`src/design/cfgpm_pkg.sv`:
```
// Constants and types for the configuration pin and mode controller.
// Assumes a 50 MHz system clock; no other package is needed.
package cfgpm_pkg;

   // ----------------------------------------
   // Timing
   // ----------------------------------------
   localparam int CLK_PERIOD_NS  = 20;
   localparam int WAIT_SMALL_US  = 800;
   localparam int WAIT_LARGE_US  = 1200;
   localparam int WAIT_SMALL_CYC = (WAIT_SMALL_US * 1000) / CLK_PERIOD_NS;
   localparam int WAIT_LARGE_CYC = (WAIT_LARGE_US * 1000) / CLK_PERIOD_NS;
   localparam int LINK_PERIOD_NS = 160;
   localparam int SCK_HALF_CYC   = LINK_PERIOD_NS / (2 * CLK_PERIOD_NS);
   localparam int WAIT_W         = 17;

   // ----------------------------------------
   // Flash read header layout
   // ----------------------------------------
   localparam logic [7:0] FLASH_READ_CMD = 8'h03;
   localparam int         HDR_BITS       = 32;
   localparam int         IMAGE_SEL_LSB  = 16;
   localparam int         LOAD_BYTES     = 16;

   // ----------------------------------------
   // Sampled pin vector positions
   // ----------------------------------------
   localparam int PIN_CRST = 0;
   localparam int PIN_SS   = 1;
   localparam int PIN_SCK  = 2;
   localparam int PIN_SI   = 3;
   localparam int PIN_SO   = 4;
   localparam int PIN_BSEL = 5;
   localparam int PIN_W    = 7;

   typedef enum logic [2:0] {
      ST_IDLE   = 3'h0,
      ST_SAMPLE = 3'h1,
      ST_WAIT   = 3'h2,
      ST_CMD    = 3'h3,
      ST_LOAD   = 3'h4,
      ST_DONE   = 3'h5
   } cfgpm_state_type;

   typedef enum logic {
      MODE_PERIPH = 1'b0,
      MODE_MASTER = 1'b1
   } cfgpm_mode_type;

endpackage

```
`src/design/cfgpm_stream_if.sv`:
```
// Byte stream carrier between the controller and its buffer.
// Assumes both ends run on the same clock.
`timescale 1ns/1ns
interface cfgpm_stream_if #(parameter int W = 8);
   logic         valid;
   logic         ready;
   logic [W-1:0] data;
   modport src (output valid, output data, input ready);
   modport snk (input valid, input data, output ready);
endinterface

```
`src/design/cfgpm_top.sv`:
```
// Configuration pin and mode controller: reset pin, mode strap, pin directions,
// master flash read, peripheral receive, done pin and boot image select.
// Assumes all pin inputs are asynchronous to clk; pads resolve o/oe pairs.
//
// Contract
// RULE1: Low reset pin holds configuration in reset
// RULE2: Select level sampled at start picks mode
// RULE3: Select pin is input while being sampled
// RULE4: Select low gives peripheral mode, select input
// RULE5: Master mode drives select low to flash
// RULE6: Host supplies serial clock in peripheral mode
// RULE7: Master mode drives the serial clock out
// RULE8: Data pin one: peripheral input, master output
// RULE9: Data pin two: peripheral output, master input
// RULE10: Multi-image boot reads two-bit image select
// RULE11: Without multi-image boot, select pins are GPIO
// RULE12: Done pin shows configuration has completed
// RULE13: Small package may reuse done pin afterwards
// RULE14: Master waits 800/1200 us before first clock
// RULE15: Mode latched once, directions fixed until done
`timescale 1ns/1ns
module cfgpm_top #(
   parameter int LOAD_BYTES  = cfgpm_pkg::LOAD_BYTES,
   parameter bit LARGE_DENS  = 1'b0,
   parameter bit SMALL_PKG   = 1'b0,
   parameter int WAIT_SMALL  = cfgpm_pkg::WAIT_SMALL_CYC,
   parameter int WAIT_LARGE  = cfgpm_pkg::WAIT_LARGE_CYC,
   parameter int SCK_HALF    = cfgpm_pkg::SCK_HALF_CYC
) (
   // Clock and reset
   input  wire logic       clk,
   input  wire logic       rst_n,
   // Configuration reset pin
   input  wire logic       config_reset_n,
   // Serial clock pin
   input  wire logic       sck_i,
   output logic            sck_o,
   output logic            sck_oe,
   // Serial select pin
   input  wire logic       ss_n_i,
   output logic            ss_n_o,
   output logic            ss_n_oe,
   // Serial data pin one (peripheral in, master out)
   input  wire logic       sd1_i,
   output logic            sd1_o,
   output logic            sd1_oe,
   // Serial data pin two (peripheral out, master in)
   input  wire logic       sd2_i,
   output logic            sd2_o,
   output logic            sd2_oe,
   // Boot image select pins
   input  wire logic [1:0] boot_image_select_i,
   output logic [1:0]      boot_image_select_o,
   output logic [1:0]      boot_image_select_oe,
   input  wire logic       multi_image_boot,
   // User side of the dual-use pins
   input  wire logic [1:0] user_bsel_o,
   input  wire logic [1:0] user_bsel_oe,
   output logic [1:0]      user_bsel_i,
   input  wire logic       user_done_en,
   input  wire logic       user_done_val,
   // Done pin (open drain) and status
   output logic            config_complete_o,
   output logic            config_complete_oe,
   output logic            config_complete,
   output logic            master_mode,
   // Received byte stream
   output logic            rx_valid,
   input  wire logic       rx_ready,
   output logic [7:0]      rx_data
);
   localparam int WAIT_CYC = LARGE_DENS ? WAIT_LARGE : WAIT_SMALL;
   localparam logic [cfgpm_pkg::WAIT_W-1:0] WAIT_LAST =
      cfgpm_pkg::WAIT_W'(WAIT_CYC - 1);
   localparam logic [3:0] HALF_LAST = 4'(SCK_HALF - 1);
   localparam logic [7:0] LAST_BYTE = 8'(LOAD_BYTES - 1);

   cfgpm_stream_if #(.W(8)) buf_in ();

   // ----------------------------------------
   // Pin synchronisers
   // ----------------------------------------
   logic [cfgpm_pkg::PIN_W-1:0] pin_s1_q, pin_s2_q;
   logic                        sck_s3_q;

   // Reset to pins at rest: config reset low, select pulled high
   always_ff @(posedge clk or negedge rst_n) begin
      if (!rst_n) begin
         pin_s1_q <= 7'h02; // RULE1
         pin_s2_q <= 7'h02;
         sck_s3_q <= 1'b0;
      end else begin
         pin_s1_q <= {boot_image_select_i, sd2_i, sd1_i, sck_i, ss_n_i, config_reset_n};
         pin_s2_q <= pin_s1_q;
         sck_s3_q <= pin_s2_q[cfgpm_pkg::PIN_SCK];
      end
   end

   logic       crst_s, ss_s, sck_s, sd1_s, sd2_s, sck_rise;
   logic [1:0] bsel_s;
   assign crst_s   = pin_s2_q[cfgpm_pkg::PIN_CRST];
   assign ss_s     = pin_s2_q[cfgpm_pkg::PIN_SS];
   assign sck_s    = pin_s2_q[cfgpm_pkg::PIN_SCK];
   assign sd1_s    = pin_s2_q[cfgpm_pkg::PIN_SI];
   assign sd2_s    = pin_s2_q[cfgpm_pkg::PIN_SO];
   assign bsel_s   = pin_s2_q[cfgpm_pkg::PIN_BSEL +: 2];
   assign sck_rise = sck_s && !sck_s3_q;

   // ----------------------------------------
   // Configuration sequencer state
   // ----------------------------------------
   cfgpm_pkg::cfgpm_state_type      st_q, st_d;
   cfgpm_pkg::cfgpm_mode_type       mode_q, mode_d;
   logic [cfgpm_pkg::WAIT_W-1:0]    wait_q, wait_d;
   logic [3:0]                      div_q, div_d;
   logic                            sck_q, sck_d;
   logic [cfgpm_pkg::HDR_BITS-1:0]  tx_q, tx_d;
   logic [5:0]                      bit_q, bit_d;
   logic [7:0]                      sh_q, sh_d;
   logic [7:0]                      byte_q, byte_d;
   logic                            push_q, push_d;
   logic                            master_act, edge_due, stall, got_bit, bit_in;

   // Next state, shifting and clock generation
   always_comb begin
      st_d   = st_q;
      mode_d = mode_q;
      wait_d = wait_q;
      div_d  = div_q;
      sck_d  = sck_q;
      tx_d   = tx_q;
      bit_d  = bit_q;
      sh_d   = sh_q;
      byte_d = byte_q;
      push_d = 1'b0;
      master_act = (mode_q == cfgpm_pkg::MODE_MASTER) &&
                   ((st_q == cfgpm_pkg::ST_CMD) || (st_q == cfgpm_pkg::ST_LOAD));
      edge_due = (div_q == HALF_LAST);
      stall    = (st_q == cfgpm_pkg::ST_LOAD) && !sck_q && (bit_q == 6'h00) && !buf_in.ready;
      got_bit  = 1'b0;
      bit_in   = 1'b0;
      unique case (st_q)
         cfgpm_pkg::ST_IDLE: begin
            if (crst_s) begin
               st_d = cfgpm_pkg::ST_SAMPLE;
            end
         end
         cfgpm_pkg::ST_SAMPLE: begin
            mode_d = ss_s ? cfgpm_pkg::MODE_MASTER : cfgpm_pkg::MODE_PERIPH; // RULE2 RULE4 RULE15
            bit_d  = 6'h00;
            byte_d = 8'h00;
            wait_d = '0;
            div_d  = 4'h0;
            sck_d  = 1'b0;
            tx_d   = {cfgpm_pkg::FLASH_READ_CMD, 24'h000000};
            if (multi_image_boot) begin
               tx_d[cfgpm_pkg::IMAGE_SEL_LSB +: 2] = bsel_s; // RULE10
            end
            st_d = ss_s ? cfgpm_pkg::ST_WAIT : cfgpm_pkg::ST_LOAD;
         end
         cfgpm_pkg::ST_WAIT: begin
            if (wait_q == WAIT_LAST) begin // RULE14
               st_d = cfgpm_pkg::ST_CMD;
            end else begin
               wait_d = wait_q + 1'b1;
            end
         end
         cfgpm_pkg::ST_CMD, cfgpm_pkg::ST_LOAD: begin
            if (mode_q == cfgpm_pkg::MODE_MASTER) begin
               // Divider toggles the generated clock; stall holds it low
               if (!stall) begin
                  div_d = edge_due ? 4'h0 : div_q + 1'b1;
               end
               if (edge_due && !stall) begin
                  sck_d = !sck_q; // RULE7
                  if (!sck_q) begin
                     got_bit = (st_q == cfgpm_pkg::ST_LOAD);
                     bit_in  = sd2_s; // RULE9
                     if (st_q == cfgpm_pkg::ST_CMD) begin
                        bit_d = bit_q + 1'b1;
                        if (bit_q == 6'(cfgpm_pkg::HDR_BITS - 1)) begin
                           st_d  = cfgpm_pkg::ST_LOAD;
                           bit_d = 6'h00;
                        end
                     end
                  end else begin
                     tx_d = {tx_q[cfgpm_pkg::HDR_BITS-2:0], 1'b0}; // RULE8
                  end
               end
            end else if (!ss_s && sck_rise) begin
               got_bit = 1'b1; // RULE6
               bit_in  = sd1_s; // RULE8
            end
            if (got_bit) begin
               sh_d  = {sh_q[6:0], bit_in};
               bit_d = bit_q + 1'b1;
               if (bit_q == 6'h07) begin
                  bit_d  = 6'h00;
                  push_d = 1'b1;
                  byte_d = byte_q + 1'b1;
                  if (byte_q == LAST_BYTE) begin
                     st_d  = cfgpm_pkg::ST_DONE;
                     sck_d = 1'b0;
                  end
               end
            end
         end
         cfgpm_pkg::ST_DONE: begin
            st_d = cfgpm_pkg::ST_DONE;
         end
         default: begin
            st_d = cfgpm_pkg::ST_IDLE;
         end
      endcase
      if (!crst_s) begin
         st_d = cfgpm_pkg::ST_IDLE; // RULE1
      end
   end

   always_ff @(posedge clk or negedge rst_n) begin
      if (!rst_n) begin
         st_q   <= cfgpm_pkg::ST_IDLE;
         mode_q <= cfgpm_pkg::MODE_PERIPH;
         wait_q <= '0;
         div_q  <= 4'h0;
         sck_q  <= 1'b0;
         tx_q   <= '0;
         bit_q  <= 6'h00;
         sh_q   <= 8'h00;
         byte_q <= 8'h00;
         push_q <= 1'b0;
      end else begin
         st_q   <= st_d;
         mode_q <= mode_d;
         wait_q <= wait_d;
         div_q  <= div_d;
         sck_q  <= sck_d;
         tx_q   <= tx_d;
         bit_q  <= bit_d;
         sh_q   <= sh_d;
         byte_q <= byte_d;
         push_q <= push_d;
      end
   end

   // ----------------------------------------
   // Pin directions and values
   // ----------------------------------------
   logic master_run, periph_run, done;
   assign master_run = (mode_q == cfgpm_pkg::MODE_MASTER) &&
                       ((st_q == cfgpm_pkg::ST_WAIT) || master_act);
   assign periph_run = (mode_q == cfgpm_pkg::MODE_PERIPH) && (st_q == cfgpm_pkg::ST_LOAD);
   assign done       = (st_q == cfgpm_pkg::ST_DONE);

   assign ss_n_oe = master_run; // RULE3 RULE4 RULE5
   assign ss_n_o  = !master_act; // RULE5
   assign sck_oe  = master_run; // RULE6 RULE7
   assign sck_o   = sck_q;
   assign sd1_oe  = master_run; // RULE8
   assign sd1_o   = tx_q[cfgpm_pkg::HDR_BITS-1];
   assign sd2_oe  = periph_run; // RULE9
   assign sd2_o   = sh_q[7];

   // Boot select pins fall back to user I/O
   assign boot_image_select_oe = multi_image_boot ? 2'h0 : user_bsel_oe; // RULE11
   assign boot_image_select_o  = user_bsel_o;
   assign user_bsel_i          = bsel_s;

   // Done pin: held low until done, then released or user-driven
   logic user_done;
   assign user_done          = SMALL_PKG && done && user_done_en; // RULE13
   assign config_complete_oe = user_done ? !user_done_val : !done; // RULE12
   assign config_complete_o  = 1'b0;
   assign config_complete    = done;
   assign master_mode        = (mode_q == cfgpm_pkg::MODE_MASTER);

   // ----------------------------------------
   // Receive buffer
   // ----------------------------------------
   assign buf_in.valid = push_q;
   assign buf_in.data  = sh_q;

   cfgpm_buf #(.W(8), .DEPTH(2)) u_buf (
      .clk       (clk),
      .rst_n     (rst_n),
      .fill      (buf_in),
      .out_valid (rx_valid),
      .out_ready (rx_ready),
      .out_data  (rx_data)
   );

   // ----------------------------------------
   // Checks
   // ----------------------------------------
   AST_RESET_IDLE : assert property (@(posedge clk) disable iff (!rst_n) // RULE1
      !crst_s |=> (st_q == cfgpm_pkg::ST_IDLE))
      else $error("reset pin low did not return to idle");
   AST_SAMPLE_INPUT : assert property (@(posedge clk) disable iff (!rst_n) // RULE3
      (st_q == cfgpm_pkg::ST_SAMPLE) |-> !ss_n_oe)
      else $error("select driven while sampled");
   AST_MODE_FROM_PIN : assert property (@(posedge clk) disable iff (!rst_n) // RULE2
      (st_q == cfgpm_pkg::ST_SAMPLE) |=> (master_mode == $past(ss_s)))
      else $error("mode does not follow sampled select");
   AST_PERIPH_INPUTS : assert property (@(posedge clk) disable iff (!rst_n) // RULE4
      (st_q == cfgpm_pkg::ST_LOAD) && !master_mode |-> !ss_n_oe && !sck_oe && !sd1_oe && sd2_oe)
      else $error("peripheral mode pin direction wrong");
   AST_MASTER_SELECT : assert property (@(posedge clk) disable iff (!rst_n) // RULE5
      master_mode && (st_q == cfgpm_pkg::ST_CMD) |-> ss_n_oe && !ss_n_o && sck_oe && !sd2_oe)
      else $error("master mode not selecting flash");
   AST_SCK_PERIOD : assert property (@(posedge clk) disable iff (!rst_n) // RULE7
      master_mode && (st_q == cfgpm_pkg::ST_CMD) && $rose(sck_o) |=> sck_o [*3] ##1 !sck_o)
      else $error("generated clock high phase wrong");
   AST_WAIT_BEFORE_CLOCK : assert property (@(posedge clk) disable iff (!rst_n) // RULE14
      $rose(sck_q) |-> (wait_q == WAIT_LAST))
      else $error("clock before power-up wait elapsed");
   AST_MODE_HELD : assert property (@(posedge clk) disable iff (!rst_n) // RULE15
      (st_q != cfgpm_pkg::ST_IDLE) && (st_q != cfgpm_pkg::ST_SAMPLE) && crst_s |=> $stable(mode_q))
      else $error("mode changed during configuration");
   AST_IMAGE_SEL : assert property (@(posedge clk) disable iff (!rst_n) // RULE10
      (st_q == cfgpm_pkg::ST_SAMPLE) && multi_image_boot
      |=> (tx_q[cfgpm_pkg::IMAGE_SEL_LSB +: 2] == $past(bsel_s)))
      else $error("image select not loaded into read address");
   AST_DONE_RELEASE : assert property (@(posedge clk) disable iff (!rst_n) // RULE12
      done && !user_done |-> !config_complete_oe)
      else $error("done pin still pulled low after completion");
   AST_BSEL_GPIO : assert property (@(posedge clk) disable iff (!rst_n) // RULE11
      multi_image_boot |-> (boot_image_select_oe == 2'h0))
      else $error("image select pins driven in multi-image boot");
   AST_DONE_USER : assert property (@(posedge clk) disable iff (!rst_n) // RULE13
      !done |-> config_complete_oe)
      else $error("done pin released before completion");
endmodule

```
`src/design/cfgpm_buf.sv`:
```
// Small valid/ready buffer for received configuration bytes.
// Assumes one clock, asynchronous active-low reset; DEPTH a power of two.
`timescale 1ns/1ns
module cfgpm_buf #(
   parameter int W     = 8,
   parameter int DEPTH = 2
) (
   // Clock and reset
   input  wire logic         clk,
   input  wire logic         rst_n,
   // Fill side
   cfgpm_stream_if.snk       fill,
   // Drain side
   output logic              out_valid,
   input  wire logic         out_ready,
   output logic [W-1:0]      out_data
);
   localparam int AW = (DEPTH > 1) ? $clog2(DEPTH) : 1;

   logic [W-1:0] mem_q [DEPTH];
   logic [W-1:0] mem_d [DEPTH];
   logic [AW-1:0] wr_q, wr_d, rd_q, rd_d;
   logic [AW:0]   cnt_q, cnt_d;
   logic          push, pop;

   // ----------------------------------------
   // Pointer and storage update
   // ----------------------------------------
   always_comb begin
      push = fill.valid && (cnt_q != (AW+1)'(DEPTH));
      pop  = out_ready && (cnt_q != '0);
      mem_d = mem_q;
      wr_d  = wr_q;
      rd_d  = rd_q;
      cnt_d = cnt_q;
      if (push) begin
         mem_d[wr_q] = fill.data;
         wr_d        = wr_q + 1'b1;
      end
      if (pop) begin
         rd_d = rd_q + 1'b1;
      end
      cnt_d = cnt_q + (AW+1)'(push) - (AW+1)'(pop);
   end

   always_ff @(posedge clk or negedge rst_n) begin
      if (!rst_n) begin
         for (int i = 0; i < DEPTH; i++) begin
            mem_q[i] <= '0;
         end
         wr_q  <= '0;
         rd_q  <= '0;
         cnt_q <= '0;
      end else begin
         mem_q <= mem_d;
         wr_q  <= wr_d;
         rd_q  <= rd_d;
         cnt_q <= cnt_d;
      end
   end

   // Honest full and empty
   assign fill.ready = (cnt_q != (AW+1)'(DEPTH));
   assign out_valid  = (cnt_q != '0);
   assign out_data   = mem_q[rd_q];

   AST_BUF_NO_OVERFLOW : assert property (@(posedge clk) disable iff (!rst_n)
      cnt_q <= (AW+1)'(DEPTH))
      else $error("buffer count above depth");
endmodule

```
`config.mk`:
```
export PLATFORM = sky130hd
export DESIGN_NAME = cfgpm_top
export DESIGN_NICKNAME = d
export VERILOG_FILES = /design/src/design/cfgpm_pkg.sv /design/src/design/cfgpm_stream_if.sv /design/src/design/cfgpm_top.sv /design/src/design/cfgpm_buf.sv
export SDC_FILE = /design/constraint.sdc
export NUM_CORES = 1
export LEC_CHECK = 0
export BUFFER_PORTS_ARGS = -buffer_cell sky130_fd_sc_hd__buf_2
export CAP_MARGIN = 5
export CORE_MARGIN = 8
export CORE_UTILIZATION = 59
export DETAILED_ROUTE_END_ITERATION = 6
export PLACE_DENSITY_LB_ADDON = 0.08
export SYNTH_ARGS = -nofsm -noshare
export SYNTH_HDL_FRONTEND = slang
export SYNTH_SLANG_ARGS = --single-unit
```
`constraint.sdc`:
```
create_clock -name clk -period 2.7 [get_ports clk]
set_clock_uncertainty 0.05 [all_clocks]
set_input_delay 0.135 -clock clk [delete_from_list [all_inputs] [get_ports clk]]
set_output_delay 0.135 -clock clk [all_outputs]
set_load 0.01 [all_outputs]
```
==> results.sh, run 1 <==
export IMPL_gp_congestion=0.819
export IMPL_num_vias=3238
export IMPL_synth_fp_nets=457
export IMPL_drt_wl_total_mm=8.79
export IMPL_grt_max_degree=62
export IMPL_syn_area_sq_mm=0.00460
export IMPL_synth_edf_count=0
export IMPL_cp_start_kind="flip-flop"
export IMPL_synth_compound_area_frac=0.0759
export IMPL_cts_tree="done"
export IMPL_synth_mux_area_frac=0.0917
export IMPL_synth_xor_area_frac=0.0419
export IMPL_ioPinCount=44
export IMPL_cts_max_level=3
export IMPL_port_buffers=36
export IMPL_wl_per_cell_um=15.0
export IMPL_layout_nets=502
export IMPL_setup_viol=0
export IMPL_ys_warn_count=0
export IMPL_rows=32
export IMPL_synthMostInstantiatedCell="dfrtp_1"
export IMPL_post_cts_setup_buffers=0
export IMPL_endpoint_kind="flip-flop"
export IMPL_maxSlewHeadroom=0.438
export IMPL_ys_types=52
export IMPL_synthAdderAreaFrac=0.0191
export IMPL_grt_pass1_vias=3199
export IMPL_antenna_found_initial=0
export IMPL_cp_data_arrival_time_ns=2.69
export IMPL_syn_inst=433
export IMPL_die_x_um=104
export IMPL_synth_top_area_share=0.533
export IMPL_final_max_slew_violation_count=0
export IMPL_rsz0062_at_grt="false"
export IMPL_cts_root_buf="clkbuf_8"
export IMPL_clockBufferDepth=2
export IMPL_worstSkewPairLatency_ns=0.36
export IMPL_area_growth_pct=12.6
export IMPL_overflow=0
export IMPL_peakVddDrop_mv=0.421
export IMPL_coreArea_sq_mm=0.00765
export IMPL_synth_area_leaders="dfrtp_1 53%, mux2_2 8.1%, nand2_1 4.7%"
export IMPL_via_per_inst=5.54
export IMPL_leakage_nw=2.60
export IMPL_asyncSetResetFlopFracSynth=1.00
export IMPL_hold_violations=0
export IMPL_drt_pre_antenna_iters=4
export IMPL_syn_avg_cell_area_sq_um=10.6
export IMPL_initial_core_util=0.601
export IMPL_yosys_area_share_simple=0.188
export IMPL_worst_slew_pin_slew_ns=0.843
export IMPL_place_hpwl_mm=6.02
export IMPL_critical_path_max_fanout=10
export IMPL_synth_top_area_cell="dfrtp_1"
export IMPL_run_status="finished, final reports clean"
export IMPL_fmax_ghz=0.401
export IMPL_cts_buffers=9
export IMPL_detail_route_iter0_violations=133
export IMPL_synthTopCellsByCount="98 x dfrtp_1, 58 x nand2_1, 33 x mux2_2"
export IMPL_drive_gt1_frac=0.212
export IMPL_min_period_ns=2.50
export IMPL_dieArea_sq_mm=0.0109
export IMPL_finalSetupTns_ns=0
export IMPL_post_route_util=0.677
export IMPL_worstHoldPathType="in2reg"
export IMPL_path_class="reg2reg"
export IMPL_clkSinkCount=100
export IMPL_drc=0
export IMPL_synth_top_family_by_area="simple AND/OR/NAND/NOR gates"
export IMPL_pwr_density_cell_mw_per_mm2=709
export IMPL_synth_seq_area_share=0.545
export IMPL_n_fill_cell=620
export IMPL_die_h_um=104
export IMPL_grt_pass1_wl_mm=15.1
export IMPL_finalCritPeriodShare=0.924
export IMPL_required_ns=2.90
export IMPL_grtUsageTotal=0.168
export IMPL_maxCapViolations=0
export IMPL_ys_seq_elements=100
export IMPL_detail_route_antenna_nets=0
export IMPL_diodes=0
export IMPL_synthFlopType="dfrtp_1"
export IMPL_clkTransAtPathRegs_ns=0.09
==> path summary, 6_finish.rpt <==
| path | from | endpoint | slack (ns) | cells after the start |
|---|---|---|---|---|
| max | bit_q[0]$_DFFE_PN0P_ | buf_in.data[4]$_DFFE_PN0P_ | 0.20 | 7 |
| min | rx_ready | u_buf.rd_q$_DFFE_PN0P_ | 0.07 | 3 |
| max reg2reg | bit_q[0]$_DFFE_PN0P_ | buf_in.data[4]$_DFFE_PN0P_ | 0.20 | 7 |
| min reg2reg | pin_s1_q[2]$_DFF_PN0_ | pin_s2_q[2]$_DFF_PN0_ | 0.30 | 0 |
| max in group asynchronous | rst_n | tx_q[18]$_DFFE_PN0P_ | 1.67 | 3 |
| min in group asynchronous | rst_n | wait_q[7]$_DFFE_PN0P_ | 0.23 | 2 |
==> critical path, stage by stage, from the launching register on <==
cell	delay, ns
dfrtp_1	0.40
inv_1	0.12
ha_1	0.14
nor4bb_1	0.46
and3b_1	0.32
or3_1	0.17
a21o_1	0.34
mux2_2	0.39
==> final cells by class <==
type                            count  area, sq um  share of cell area
Sequential cell                   100         2500               0.484
Multi-Input combinational cell    296         1920               0.371
Timing Repair Buffer               58          383              0.0740
Clock buffer                       12          145              0.0280
Tap cell                          102          128              0.0247
Inverter                           13         48.8             0.00943
Clock inverter                      3         47.5             0.00919
==> power by group <==
group	total [mW]	internal, mW	switching [mW]	leakage, nW
Combinational	1.01	0.394	0.621	1.17
Clock	0.943	0.454	0.490	0.0966
Sequential	1.71	1.61	0.102	1.33
==> cell usage in the layout, fill, tap and decap left out, types with 5 or more instances in the layout <==
cell type,netlist,routed
or3_1,5,5
mux2_2,33,33
and3_1,11,11
ha_1,7,7
mux2i_1,5,5
inv_1,13,13
nand3_1,27,27
nor2b_1,8,8
xor2_1,16,16
o21ai_0,17,17
a21oi_1,15,15
xnor2_1,6,6
dfrtp_1,98,98
clkbuf_8,0,10
buf_4,7,13
nand4_1,7,7
nor2_1,30,29
dlygate4sd3_1,0,9
nor3_1,5,5
nand2_1,58,58
buf_2,2,35
==> through the flow <==
stage	area (sq um)	instances	setup slack [ns]	hold WS [ns]	power, mW
2_1_floorplan	4600	433	0.326	-0.211	2.41
3_3_place_gp	4890	560	0.304	0.0948	2.72
3_5_place_dp	4890	560	0.247	0.0970	2.75
4_1_cts	5180	584	0.224	0.0565	3.71
5_1_grt	5180	584	0.0324	0.0675	3.89
6_report	5180	584	0.204	0.0695	3.67
==> metal layers <==
metal  global-route usage  vias up  wire length, um
met5                    0        -                0
met4               0.0558        0               85
met3               0.0533        8              322
met2                0.281       54             4380
met1                0.200     1597             4000
li1                     -     1579                -
==> registers in the layout (all words and copies together) (netlist names) <==
| name | count |
|---|---|
| u_buf.rd_q | 1 |
| sck_s3_q | 1 |
| master_mode | 1 |
| wait_q | 17 |
| pin_s1_q | 7 |
| byte_q | 8 |
| buf_in.data | 8 |
| bit_q | 6 |
| buf_in.valid | 1 |
| u_buf.mem_q | 16 |
| u_buf.cnt_q | 2 |
| sck_o | 1 |
| u_buf.wr_q | 1 |
| tx_q | 16 |
| pin_s2_q | 7 |
| st_q | 3 |
| div_q | 4 |
==> cell families after synthesis <==
family | count (synthesis)
AO/OA/AOI/OAI | 55
XOR/XNOR | 22
adder cells (fa/ha/maj) | 7
buffers and inverters | 37
flip-flops | 100
multiplexers | 38
other | 1
AND/OR/NAND/NOR | 173
==> what timing repair did <==
item	4_1_cts	5_1_grt
gates resized for setup	0	0
hold buffers	9	0
endpoints found under the hold margin	45	0
setup endpoints to repair	0	0
No activity file was read; power rests on OpenSTA's default activity.
==> run 2: changes to the inputs <==
ABC_AREA = 1   (was unset)
CORE_UTILIZATION = 45   (was 59)
==> results.sh, run 2 <==
export IMPL_r2r_end="bit_q[4]$_DFFE_PN0P_"
export IMPL_clockBufferDepth=2
export IMPL_grt_pass1_wl_mm=17.3
export IMPL_fmax_ghz=0.452
export IMPL_final_common_cell="nand2_1"
export IMPL_ys_warn_count=0
export IMPL_initial_core_util=0.458
export IMPL_crit_slowest_cell="dfrtp_1"
export IMPL_fin_ws_ns=0.487
export IMPL_min_delay_path_depth=3
export IMPL_coreArea_sq_mm=0.0107
export IMPL_path_buf_inv=3
export IMPL_crit_family="flip-flops"
export IMPL_post_cts_setup_buffers=0
export IMPL_die_x_um=121
export IMPL_ys_seq_elements=100
export IMPL_ys_types=43
export IMPL_holdWs_ns=0.0325
export IMPL_run_status="finished, final reports clean"
export IMPL_critical_path_max_fanout=13
export IMPL_die_h_um=121
export IMPL_fin_cells=758
export IMPL_worstHoldPathType="in2reg"
export IMPL_place_hpwl_mm=7.00
export IMPL_drive_gt1_frac=0.155
export IMPL_min_period_ns=2.21
export IMPL_antenna_found_initial=0
export IMPL_synthTopCellsByCount="155 x nand2_1, 98 x dfrtp_1, 51 x inv_1"
export IMPL_required_ns=2.52
export IMPL_r2r_start="st_q[0]$_DFFE_PN0P_"
export IMPL_wl_per_cell_um=13.1
export IMPL_reg_largest_list="wait_q: 17 flops, tx_q: 16 flops, u_buf.mem_q: 16 flops"
export IMPL_most_common_layout_cells="155 x nand2_1, 98 x dfrtp_1, 51 x inv_1, 42 x o21ai_0, 39 x nor2_1"
export IMPL_synth_seq_area_share=0.509
export IMPL_cp_cell_sequence="nand2_1 -> inv_2 -> a21oi_4 -> buf_4 -> a21oi_1 -> buf_2"
export IMPL_clkSinkCount=100
export IMPL_cts_max_level=3
export IMPL_synth_top_area_cell="dfrtp_1"
export IMPL_maxSlewHeadroom=0.559
export IMPL_cpPeakStageDelay_ns=0.57
export IMPL_detail_route_iter0_violations=260
export IMPL_pwr_density_cell_mw_per_mm2=599
export IMPL_syn_area_sq_mm=0.00492
export IMPL_port_buffers=36
export IMPL_cts_buffers=9
export IMPL_gp_congestion=0.877
export IMPL_dieArea_sq_mm=0.0145
export IMPL_finalSetupTns_ns=0
export IMPL_drt_pre_antenna_iters=4
export IMPL_grtUsageTotal=0.146
export IMPL_largest_register_ffs=17
export IMPL_syn_inst=575
export IMPL_leakage_nw=2.55
export IMPL_rows=38
export IMPL_maxCapViolations=0
export IMPL_asyncSetResetFlopFracSynth=1.00
export IMPL_synth_fp_nets=599
export IMPL_clkTransAtPathRegs_ns=0.09
export IMPL_cp_data_arrival_time_ns=2.03
export IMPL_overflow=0
export IMPL_reg2reg_depth=8
export IMPL_synthFlopType="dfrtp_1"
export IMPL_via_per_inst=4.91
export IMPL_setup_viol=0
export IMPL_peakVddDrop_mv=0.236
export IMPL_grt_max_degree=52
export IMPL_holdPathEnd="tx_q[16]$_DFFE_PN0P_"
export IMPL_cts_resized_gates=0
export IMPL_diodes=0
export IMPL_post_place_ws_ns=0.679
export IMPL_hold_violations=0
export IMPL_synth_top_area_share=0.498
export IMPL_reg2reg_slack_ns=0.69
export IMPL_rsz0062_at_grt="false"
export IMPL_cp_start_kind="flip-flop"
export IMPL_worst_slew_pin_slew_ns=0.661
export IMPL_final_max_slew_violation_count=0
export IMPL_cts_root_buf="clkbuf_8"
export IMPL_path_class="reg2out"
export IMPL_synth_area_leaders="dfrtp_1 50%, nand2_1 12%, o21ai_0 4.3%"
export IMPL_worstSkewPairLatency_ns=0.37
export IMPL_area_growth_pct=10.5
export IMPL_syn_avg_cell_area_sq_um=8.56
export IMPL_cts_tree="done"
export IMPL_finalCritPeriodShare=0.820
export IMPL_hp_start="multi_image_boot"
export IMPL_num_vias=3722
export IMPL_drc=0
export IMPL_drt_wl_total_mm=9.94
export IMPL_dp_cells=733
export IMPL_grt_pass1_vias=3659
export IMPL_synth_edf_count=0
export IMPL_detail_route_antenna_nets=0
export IMPL_ioPinCount=44
export IMPL_synthMostInstantiatedCell="nand2_1"
export IMPL_endpoint_kind="primary output"
export IMPL_layout_nets=637
export IMPL_regMostFlops="wait_q"
-- run 2: cell count changes after synthesis, sizes merged, moves of 7 or more --
| cell | delta |
|---|---|
| nand3 | +7 |
| nor2b | -8 |
| clkbuf | -8 |
| nor3 | +12 |
| and3 | -11 |
| nor2 | +16 |
| o21ai | +38 |
| nand2 | +104 |
| o22ai | +7 |
| mux2 | -33 |
| inv | +53 |
-- run 2: report_power, final --
group | internal [mW] | total, mW | switching, mW | leakage, nW
clock network | 0.356 | 0.917 | 0.562 | 0.0909
logic | 0.194 | 0.640 | 0.446 | 1.13
registers | 1.60 | 1.70 | 0.103 | 1.33
total | 2.15 | 3.26 | 1.11 | 2.55
-- run 2: cells by family (layout without fill, tap and decap cells) --
logic type | Yosys count | in the layout | synth area share
AO/OA/AOI/OAI | 77 | 77 | 0.0907
XOR/XNOR | 23 | 23 | 0.0409
adder cells (fa/ha/maj) | 7 | 7 | 0.0178
buffers and inverters | 88 | 131 | 0.0813
flip-flops | 100 | 100 | 0.509
other | 1 | 1 | 0.000762
AND/OR/NAND/NOR | 279 | 279 | 0.260
-- run 2: final cells by class --
type,count,area (sq um)
Clock buffer,10,128
Clock inverter,6,56.3
Fill cell,1070,5310
Inverter,67,251
Multi-Input combinational cell,387,2020
Sequential cell,100,2500
Tap cell,140,175
Timing Repair Buffer,48,308
-- run 2: tightest hold or removal path, stage by stage --
cell,delay [ns]
buf_2,0.12
nand3_1,0.07
o21ai_0,0.07
-- run 2: metal layers --
layer | vias up | part of all wire | track usage
met5 | - | 0 | 0
met3 | 12 | 0.040 | 0.0340
met2 | 60 | 0.47 | 0.239
met1 | 1732 | 0.48 | 0.185
li1 | 1918 | - | -
met4 | 0 | 0.010 | 0.0554
-- run 2: per-stage QoR --
stage,power (mW),utilization,cell area (sq um)
3_5_place_dp,2.38,0.481,5170
2_1_floorplan,2.20,-,4920
3_3_place_gp,2.35,0.481,5170
5_1_grt,3.45,0.506,5440
4_1_cts,3.32,0.506,5440
6_report,3.26,0.506,5440
-- run 2: repair_timing --
item	in CTS	in global routing
endpoints found under the setup margin	0	0
hold buffers	9	0
endpoints found under the hold margin	57	0
-- run 2: worst max path at each step --
stage / start / endpoint / slack (ns) / cells past startpoint
2_1_floorplan: wait_q[0]$_DFFE_PN0P_ / wait_q[15]$_DFFE_PN0P_ / 1.00 / 9
3_3_place_gp: st_q[0]$_DFFE_PN0P_ / bit_q[3]$_DFFE_PN0P_ / 0.70 / 8
3_5_place_dp: st_q[0]$_DFFE_PN0P_ / bit_q[3]$_DFFE_PN0P_ / 0.68 / 8
4_1_cts: st_q[2]$_DFFE_PN0P_ / sd1_oe / 0.38 / 5
5_1_grt: st_q[0]$_DFFE_PN0P_ / sd1_oe / 0.26 / 6
6_report: st_q[0]$_DFFE_PN0P_ / sd1_oe / 0.49 / 6
